File: config.mk
export PLATFORM = sky130hd
export DESIGN_NAME = tas_top
export DESIGN_NICKNAME = d
export VERILOG_FILES = /design/src/rtl/tas_pkg.sv /design/src/rtl/tas_top.sv
export SDC_FILE = /design/constraint.sdc
export NUM_CORES = 1
export LEC_CHECK = 0
export BUFFER_PORTS_ARGS = -buffer_cell sky130_fd_sc_hd__buf_4
export CORE_MARGIN = 8
export CORE_UTILIZATION = 50
export DETAILED_ROUTE_END_ITERATION = 8
export GPL_ROUTABILITY_DRIVEN = 0
export GPL_TIMING_DRIVEN = 0
export PLACE_DENSITY = 0.74
export SYNTH_ARGS = -nofsm -noshare
export SYNTH_HDL_FRONTEND = slang
export SYNTH_SLANG_ARGS = --single-unit
File: constraint.sdc
create_clock -name clk -period 2.4 [get_ports clk]
set_clock_uncertainty 0.05 [all_clocks]
set_input_delay 0.48 -clock clk [delete_from_list [all_inputs] [get_ports clk]]
set_output_delay 0.48 -clock clk [all_outputs]
set_load 0.02 [all_outputs]
File: src/rtl/tas_pkg.sv
// Constants, state encoding and state record of the test access port select block.
package tas_pkg;

  localparam int unsigned IR_W = 4;
  localparam int unsigned DR_W = 32;

  localparam logic [IR_W-1:0] IR_IDCODE  = 4'h1;
  localparam logic [IR_W-1:0] IR_BYPASS  = 4'hF;
  localparam logic [IR_W-1:0] IR_CAPTURE = 4'h1;

  // Identification word; the value is arbitrary, bit 0 set as the scan convention wants.
  localparam logic [DR_W-1:0] TAS_IDCODE = 32'h0A5C_3001;

  typedef enum logic [3:0] {
    TAP_TLR, TAP_RTI, TAP_SELDR, TAP_CAPDR, TAP_SHDR, TAP_EX1DR, TAP_PADR, TAP_EX2DR,
    TAP_UPDR, TAP_SELIR, TAP_CAPIR, TAP_SHIR, TAP_EX1IR, TAP_PAIR, TAP_EX2IR, TAP_UPIR
  } tas_tap_t;

  typedef struct packed {
    logic            tckS1;
    logic            tckS2;
    logic            tckS3;
    logic            tmsS1;
    logic            tmsS2;
    logic            tdiS1;
    logic            tdiS2;
    logic            trstS1;
    logic            trstS2;
    logic            trstS3;
    logic            selS1;
    logic            selS2;
    tas_tap_t        tap;
    logic [IR_W-1:0] ir;
    logic [IR_W-1:0] irShift;
    logic [DR_W-1:0] drShift;
    logic            debugSel;
    logic            tdo;
    logic            tdoEn;
    logic            returned_test_clock;
  } tas_state_t;

  localparam tas_state_t TAS_RESET = '{tap: TAP_TLR, ir: IR_IDCODE, debugSel: 1'b1,
                                       trstS1: 1'b1, trstS2: 1'b1, trstS3: 1'b1,
                                       selS1: 1'b1, selS2: 1'b1, default: '0};

endpackage

File: src/rtl/tas_top.sv
// Test access port controller with controller select, sampled on the system clock.
// Summary of operation
// - Low test reset forces the controller to its initial state without test clock edges.
// - While the debug controller is selected, serial data output changes only on falling test clock edges.
// - Serial data input is captured on rising test clock edges in the shift states.
// - Mode select is sampled on rising test clock edges to advance the state machine.
// - State and shift registers advance only on rising test clock edges, except when test reset forces them.
// - Controller select is latched when test reset rises; it chooses the controller.
// - Returned test clock output, unusable while the pin serves the single-wire interface.
`timescale 1ns/100ps
`default_nettype none

module tas_top
  import tas_pkg::*;
(
  // System clock and reset.
  input  wire logic clk,
  input  wire logic srst,
  // Test port pins from the debugger.
  input  wire logic tck,
  input  wire logic tms,
  input  wire logic tdi,
  input  wire logic trstN,
  input  wire logic ctrlSel,
  output var  logic tdo,
  output var  logic tdoEn,
  // Shared pin use and returned clock.
  input  wire logic wireMode,
  output var  logic returnedTestClock,
  // Factory test controller hookup.
  input  wire logic factoryTdo,
  input  wire logic factoryTdoEn,
  output var  logic debugSelected
);

  tas_state_t st_r;
  tas_state_t st_nxt;
  logic       rise;
  logic       fall;

  // Edges are taken from the second and third stages, never from the first.
  assign rise = st_r.tckS2 & ~st_r.tckS3;
  assign fall = ~st_r.tckS2 & st_r.tckS3;

  always_comb begin
    st_nxt        = st_r;
    st_nxt.tckS1  = tck;
    st_nxt.tckS2  = st_r.tckS1;
    st_nxt.tckS3  = st_r.tckS2;
    st_nxt.tmsS1  = tms;
    st_nxt.tmsS2  = st_r.tmsS1;
    st_nxt.tdiS1  = tdi;
    st_nxt.tdiS2  = st_r.tdiS1;
    st_nxt.trstS1 = trstN;
    st_nxt.trstS2 = st_r.trstS1;
    st_nxt.trstS3 = st_r.trstS2;
    st_nxt.selS1  = ctrlSel;
    st_nxt.selS2  = st_r.selS1;
    if (!st_r.trstS2) begin
      st_nxt.tap = TAP_TLR;
      st_nxt.ir  = IR_IDCODE;
    end else if (rise) begin
      case (st_r.tap)
        TAP_TLR: begin
          st_nxt.ir  = IR_IDCODE;
          st_nxt.tap = st_r.tmsS2 ? TAP_TLR : TAP_RTI;
        end
        TAP_RTI:   st_nxt.tap = st_r.tmsS2 ? TAP_SELDR : TAP_RTI;
        TAP_SELDR: st_nxt.tap = st_r.tmsS2 ? TAP_SELIR : TAP_CAPDR;
        TAP_CAPDR: begin
          st_nxt.drShift = (st_r.ir == IR_IDCODE) ? TAS_IDCODE : '0;
          st_nxt.tap     = st_r.tmsS2 ? TAP_EX1DR : TAP_SHDR;
        end
        TAP_SHDR: begin
          // Anything but the identification word acts as the one-bit bypass path.
          if (st_r.ir == IR_IDCODE) begin
            st_nxt.drShift = {st_r.tdiS2, st_r.drShift[DR_W-1:1]};
          end else begin
            st_nxt.drShift[0] = st_r.tdiS2;
          end
          st_nxt.tap = st_r.tmsS2 ? TAP_EX1DR : TAP_SHDR;
        end
        TAP_EX1DR: st_nxt.tap = st_r.tmsS2 ? TAP_UPDR : TAP_PADR;
        TAP_PADR:  st_nxt.tap = st_r.tmsS2 ? TAP_EX2DR : TAP_PADR;
        TAP_EX2DR: st_nxt.tap = st_r.tmsS2 ? TAP_UPDR : TAP_SHDR;
        TAP_UPDR:  st_nxt.tap = st_r.tmsS2 ? TAP_SELDR : TAP_RTI;
        TAP_SELIR: st_nxt.tap = st_r.tmsS2 ? TAP_TLR : TAP_CAPIR;
        TAP_CAPIR: begin
          st_nxt.irShift = IR_CAPTURE;
          st_nxt.tap     = st_r.tmsS2 ? TAP_EX1IR : TAP_SHIR;
        end
        TAP_SHIR: begin
          st_nxt.irShift = {st_r.tdiS2, st_r.irShift[IR_W-1:1]};
          st_nxt.tap     = st_r.tmsS2 ? TAP_EX1IR : TAP_SHIR;
        end
        TAP_EX1IR: st_nxt.tap = st_r.tmsS2 ? TAP_UPIR : TAP_PAIR;
        TAP_PAIR:  st_nxt.tap = st_r.tmsS2 ? TAP_EX2IR : TAP_PAIR;
        TAP_EX2IR: st_nxt.tap = st_r.tmsS2 ? TAP_UPIR : TAP_SHIR;
        TAP_UPIR: begin
          st_nxt.ir  = st_r.irShift;
          st_nxt.tap = st_r.tmsS2 ? TAP_SELDR : TAP_RTI;
        end
        default:   st_nxt.tap = TAP_TLR;
      endcase
    end
    if (st_r.trstS2 && !st_r.trstS3) begin
      st_nxt.debugSel = st_r.selS2;
    end
    if (!st_r.debugSel) begin
      // The factory controller owns the data pin entirely.
      st_nxt.tdo   = factoryTdo;
      st_nxt.tdoEn = factoryTdoEn;
    end else if (st_r.tap == TAP_TLR) begin
      // An enable left high by the factory path must not wait for a test clock to drop.
      st_nxt.tdoEn = 1'b0;
    end else if (fall) begin
      st_nxt.tdoEn = (st_r.tap == TAP_SHIR) || (st_r.tap == TAP_SHDR);
      st_nxt.tdo   = (st_r.tap == TAP_SHIR) ? st_r.irShift[0] : st_r.drShift[0];
    end
    // The returned clock lags the pin by the synchroniser, which is what pacing needs.
    st_nxt.returned_test_clock = wireMode ? 1'b0 : st_r.tckS2;
  end

  always_ff @(posedge clk) begin
    if (srst) begin
      st_r <= TAS_RESET;
    end else begin
      st_r <= st_nxt;
    end
  end

  assign tdo               = st_r.tdo;
  assign tdoEn             = st_r.tdoEn;
  assign returnedTestClock = st_r.returned_test_clock;
  assign debugSelected     = st_r.debugSel;
endmodule // tas_top

`default_nettype wire

==> results.cfg, run 1 <==
[cts]
cts_setup_buffers = 0
latest_clock_arrival_within_the_worst_skew_pair_ns = 0.34
clock_pin_slew_worst_setup_and_hold_paths_ns = 0.07
cts_max_path_buffers = 2
cts_tree = done
clk_root_buffer_cell = clkbuf_8
cts.sinks = 60
cts_buffers = 9
cts_repair_resize_count = 0
clock_tree.htree_level_count = 3
cts.hold.buffers_added = 0

[grt]
antenna_violations_before_repair = 0
overflow = 0
grt_pass1_vias = 2067
grt_pass1_wl_um = 9800
grt_start_max_net_pins = 12
grt_use_total_pct = 16.0

[place]
detailed_place_hpwl_um = 3900
io_buffer_count = 12
postPlaceCellArea_mm2 = 0.00280
placed_cells_incl_taps = 378

[timing]
finalSetupTns_ns = 0
worst_pin_slew_ns = 0.521
rsz0062_at_grt = no
final-max-slew-violation-count = 0
final-hold-violation-count = 0
slew-limit-headroom_pct = 65.3
finalSetupViolations = 0
period_minus_slack_ns = 1.77
maximum_frequency_from_static_timing_analysis_mhz = 566
fin_crit_sh_pct = 73.6

[routing]
avgRoutedWirePerCell_um = 14.7
1st_pass_router_iterations = 4
initialDrtViolationCount = 190
drcViolationCount = 0
drt-total-wl_um = 5770
vias = 2310
vias_per_cell = 5.86
antenna_violating_nets_post_route = 0

[synthesis]
yosys-top-cells-area = dfxtp_1 46%, a21oi_1 8.0%, nand4_1 6.0%
ys.flop_type = dfxtp_1
avgSynthCellArea_um2 = 8.86
ys_async_sr_fraction_pct = 0
synth.distinct_cells = 47
synth_top_area_share_pct = 45.8
synth.yosys.warnings = 0
syn_inst = 296
synth_seq_cells = 60
post-synth-top-area-cell = dfxtp_1
postSynthNetCount = 306
synth_most_common_cell = dfxtp_1
yosysSeqAreaShare_pct = 45.8
synth_enable_flop_cells = 0
syn_area_mm2 = 0.00262
synth_top_cells_by_count = 60 x dfxtp_1, 42 x a21oi_1, 28 x o21ai_0

[critical_path]
cp.required_ns = 2.62
setup.worst_path.class = flip-flop to flip-flop
cpMaxStageDelayCell = nor4b_4
critPathArrivalTime_ns = 1.99
reg2reg_slack_ns = 0.63
regToRegEndpoint = st_r[12]$_SDFFE_PP0P_
regToRegStartpoint = st_r[44]$_SDFFE_PP0P_
critical_path.cell_chain = buf_4 -> nor4b_4 -> clkbuf_1 -> nand4_1 -> a21oi_1
critical-path-max-stage-delay_ns = 0.45
cp-start-kind = flip-flop
r2r_cells = 5
crit_fanout = 10
worstSetupEndpointType = flip-flop

[power_and_ir_drop]
switching_share_pct = 25.2
share_seq_of_total_power_pct = 53.8
total_power_w = 0.00189
power_frac_comb_pct = 5.1
total_switching_power_w = 0.000475
p_int_w = 0.00141
static-leakage-power_nw = 1.03
ir_worst_vdd_v = 0.000350
power.density_cell_area_mw_per_mm2 = 635
power_share_of_the_clock_group_pct = 41.1

[finish]
design_area_final_mm2 = 0.00297
synthToLayoutAreaGrowth_pct = 13.2
finalNetCount = 329
post_route_cells_drive_above_1_share_pct = 17.9
stdcell_count = 394
diodes = 0

[hold_path]
hp-class = input port to flip-flop
number_of_instances_on_the_worst_hold_path = 2
beginning_of_the_worst_hold_path = wireMode
whs_endpoint = returnedTestClock$_SDFF_PP0_

[floorplanning]
core.rowCount = 26
die_height_um = 88.4
floorplan.die.width_um = 88.4
fp.coreArea_mm2 = 0.00507
fp.dieArea_mm2 = 0.00782
initial_utilization_pct = 51.7
boundaryPins = 14

[run]
cap_viol_max_count = 0

[run_status]
status = finished clean
## cells in the final DEF, fill, tap and decap left out, drive strengths merged, types with 4 or more instances in the layout
cell type,count
nand2b,4
nor2b,12
clkbuf,25
nand4,25
nand2,15
dfxtp,60
a21oi,44
or2,6
clkinv,5
buf,26
mux2i,5
o21ai,30
nor3,7
inv,5
a211oi,9
nor2,9
## kinds of logic after synthesis
group,after synthesis,synth area share [%]
buffers and inverters,35,7.01
flip-flops,60,45.8
AO/OA/AOI/OAI,102,22.9
multiplexers,6,2.34
AND/OR/NAND/NOR,93,21.9
## sequential cells by signal, summed over array words and instances (netlist names)
signal             count
st_nxt                 7
returnedTestClock      1
debugSelected          1
st_r                  49
tdo                    1
tdoEn                  1
## through the flow
stage	util, %	worst slack [ns]	hold slack (ns)
floorplan	-	0.859	0.339
global placement	55.2	0.688	0.342
detailed placement	55.2	0.654	0.351
CTS	58.5	0.643	0.220
global route	58.5	0.484	0.218
finish	58.5	0.634	0.239
## area by class of cell
cell class / count / area, um^2
fill: 462 / 2110
multi-input combinational: 201 / 1240
sequential: 60 / 1200
buffer: 30 / 165
clock buffer: 9 / 124
timing repair buffer: 12 / 90.1
tap: 70 / 87.6
clock inverter: 7 / 43.8
inverter: 5 / 18.8
## routing by layer
metal	track usage (%)	vias up	wire, um
met3	4.46	12	322
met5	0	-	0
met4	8.29	0	112
li1	-	1134	-
met2	24.5	76	2670
met1	20.0	1088	2670
## worst max-delay path, delay by kind of cell, from the launching register on
| family | cells | cell delay [ns] |
|---|---|---|
| buf+inv | 2 | 0.57 |
| simple gates | 2 | 0.61 |
| compound gates | 1 | 0.16 |
| flops | 1 | 0.31 |
## power by group through the flow
stage | Sequential, W | Clock [W] | Combinational [W]
5_1_grt | 0.00101 | 0.000836 | 0.000105
2_1_floorplan | 0.00104 | 0 | 0.0000622
3_5_place_dp | 0.00104 | 0 | 0.0000958
4_1_cts | 0.00101 | 0.000793 | 0.0000960
6_report | 0.00101 | 0.000775 | 0.0000968
3_3_place_gp | 0.00104 | 0 | 0.0000936
## worst max-delay path by stage
stage | slack, ns | endpoint | startpoint | cells after the start
2_1_floorplan | 0.86 | st_r[41]$_SDFFE_PP0P_ | st_r[46]$_SDFFE_PP0P_ | 5
6_report | 0.63 | st_r[12]$_SDFFE_PP0P_ | st_r[44]$_SDFFE_PP0P_ | 5
5_1_grt | 0.48 | st_r[34]$_SDFFE_PP0P_ | st_r[44]$_SDFFE_PP0P_ | 5
4_1_cts | 0.64 | st_r[14]$_SDFFE_PP0P_ | st_r[44]$_SDFFE_PP0P_ | 5
3_5_place_dp | 0.65 | st_r[14]$_SDFFE_PP0P_ | st_r[44]$_SDFFE_PP0P_ | 5
3_3_place_gp | 0.69 | st_r[30]$_SDFFE_PP0P_ | st_r[44]$_SDFFE_PP0P_ | 5
Power figures use the tool's default switching activity.
==> run 2: changes to the inputs <==
clock period = 1.7 ns   (was 2.4 ns; I/O delays follow)
==> run 2 against run 1 <==
Critical path type unchanged. Sequential share of layout area shrank 1.1 points. Die area is the same. Wire length grew 2.4%. Critical endpoint is now st_r[43]$_SDFFE_PP0P_.
==> results.cfg, run 2 (same netlist as run 1, synthesis figures left out) <==
[floorplanning]
initial_utilization_pct = 51.7
boundaryPins = 14
fp.coreArea_mm2 = 0.00507
fp.dieArea_mm2 = 0.00782
die_height_um = 88.4
floorplan.die.width_um = 88.4
core.rowCount = 26

[routing]
vias = 2348
initialDrtViolationCount = 221
antenna_violating_nets_post_route = 0
drt-total-wl_um = 5910
vias_per_cell = 5.91
drcViolationCount = 0
avgRoutedWirePerCell_um = 14.9
1st_pass_router_iterations = 5

[cts]
cts_tree = done
cts.hold.buffers_added = 0
clk_root_buffer_cell = clkbuf_8
cts_max_path_buffers = 2
clock_pin_slew_worst_setup_and_hold_paths_ns = 0.07
cts.sinks = 60
clock_tree.htree_level_count = 3
latest_clock_arrival_within_the_worst_skew_pair_ns = 0.34
cts_buffers = 9

[hold_path]
hp-class = input port to flip-flop
number_of_instances_on_the_worst_hold_path = 2
whs_endpoint = returnedTestClock$_SDFF_PP0_
beginning_of_the_worst_hold_path = wireMode

[critical_path]
regToRegStartpoint = st_r[47]$_SDFFE_PP0P_
setup.worst_path.class = flip-flop to flip-flop
cp-start-kind = flip-flop
crit_fanout = 10
reg2reg_slack_ns = 0.02
r2r_cells = 5
regToRegEndpoint = st_r[43]$_SDFFE_PP0P_
critPathLaunch = st_r[47]$_SDFFE_PP0P_
cp.required_ns = 1.88
worstSetupEndpointType = flip-flop
critPathArrivalTime_ns = 1.86

[finish]
multi_input_comb_area_mm2 = 0.00129
layout.filler_cells = 453
final-seq-area_mm2 = 0.00121
final_common_cell = dfxtp_1
diodes = 0
largest_register_ffs = 49
synthToLayoutAreaGrowth_pct = 16.9
finalNetCount = 332
post_route_cells_drive_above_1_share_pct = 23.2
stdcell_count = 397
mostFrequentLayoutCells = 58 x dfxtp_1, 42 x a21oi_1, 28 x o21ai_0, 25 x nand4_1, 19 x buf_4
registers.top_by_ff_count = st_r

[grt]
grt_pass1_wl_um = 9890
grt_start_max_net_pins = 12
grt_pass1_vias = 2076
antenna_violations_before_repair = 0
overflow = 0
grt_use_total_pct = 16.2

[timing]
final-hold-violation-count = 0
finalSetupTns_ns = 0
rsz0062_at_grt = yes
finalWorstSetupSlack_ns = 0.0193
maximum_frequency_from_static_timing_analysis_mhz = 595
final-max-slew-violation-count = 0
fin_crit_sh_pct = 98.9
finalSetupViolations = 0
fin_hold_ws_ns = 0.101
slew-limit-headroom_pct = 66.1
period_minus_slack_ns = 1.68
worst_pin_slew_ns = 0.508

[power_and_ir_drop]
power.density_cell_area_mw_per_mm2 = 870
static-leakage-power_nw = 1.08
total_power_w = 0.00267
ir_worst_vdd_v = 0.000496

[run]
cap_viol_max_count = 0

[run_status]
status = finished clean

[place]
io_buffer_count = 12
pre_cts_slack_ns = -0.0462
detailed_place_hpwl_um = 3900
placed_cells_incl_taps = 378
run 2: cell types whose count changed in the layout (fill, tap and decap cells not counted), moves of 2 or more:
| cell | previous run | this run |
|---|---|---|
| clkbuf_2 | 0 | 6 |
| clkbuf_1 | 16 | 8 |
| dfxtp_1 | 60 | 58 |
| buf_4 | 16 | 19 |
run 2: worst max-delay path, cell delays in order (launching register included):
cell     delay, ns
dfxtp_4       0.35
buf_8         0.13
or4_4         0.56
a21oi_4       0.21
nor2_4        0.06
a22o_1        0.22
run 2: per-stage QoR:
| step | instance area, um^2 | util [%] |
|---|---|---|
| 2_1_floorplan | 2620 | - |
| 3_3_place_gp | 2800 | 55.2 |
| 3_5_place_dp | 2800 | 55.2 |
| 4_1_cts | 2980 | 58.8 |
| 5_1_grt | 3070 | 60.4 |
| 6_report | 3070 | 60.4 |
run 2: cell type report:
type	count	area share, %
Clock inverter	7	1.43
Tap cell	70	2.86
Multi-Input combinational cell	201	42.1
Timing Repair Buffer	15	3.67
Sequential cell	60	39.3
Clock buffer	9	4.04
Buffer	30	5.92
Inverter	5	0.612
run 2: how the worst max path moves through the flow:
stage	to	slack, ns
6_report	st_r[43]$_SDFFE_PP0P_	0.02
5_1_grt	st_r[43]$_SDFFE_PP0P_	-0.01
4_1_cts	st_r[14]$_SDFFE_PP0P_	0.003
3_5_place_dp	st_r[14]$_SDFFE_PP0P_	-0.05
3_3_place_gp	st_r[30]$_SDFFE_PP0P_	-0.01
2_1_floorplan	st_r[42]$_SDFFE_PP0P_	0.16
run 2: power breakdown:
group          leakage [nW]  total, W  internal, W  switching (W)
Clock                0.0848   0.00109     0.000518       0.000570
Sequential            0.487   0.00143      0.00142     0.00000959
Combinational         0.503  0.000149    0.0000571      0.0000920
run 2: metal layers:
layer  wire length [um]  share of wire [%]  GRT usage [%]
met1               2760                 47           20.3
met2               2750                 47           24.6
met3                286                4.8           4.55
met4                117                2.0           8.60
met5                  0                  0              0
run 2: timing repair:
| item | in CTS | in global routing |
|---|---|---|
| pin swaps | 0 | 9 |
| resized for setup | 6 | 22 |
| setup endpoints to repair | 23 | 37 |
| setup buffers | 0 | 3 |
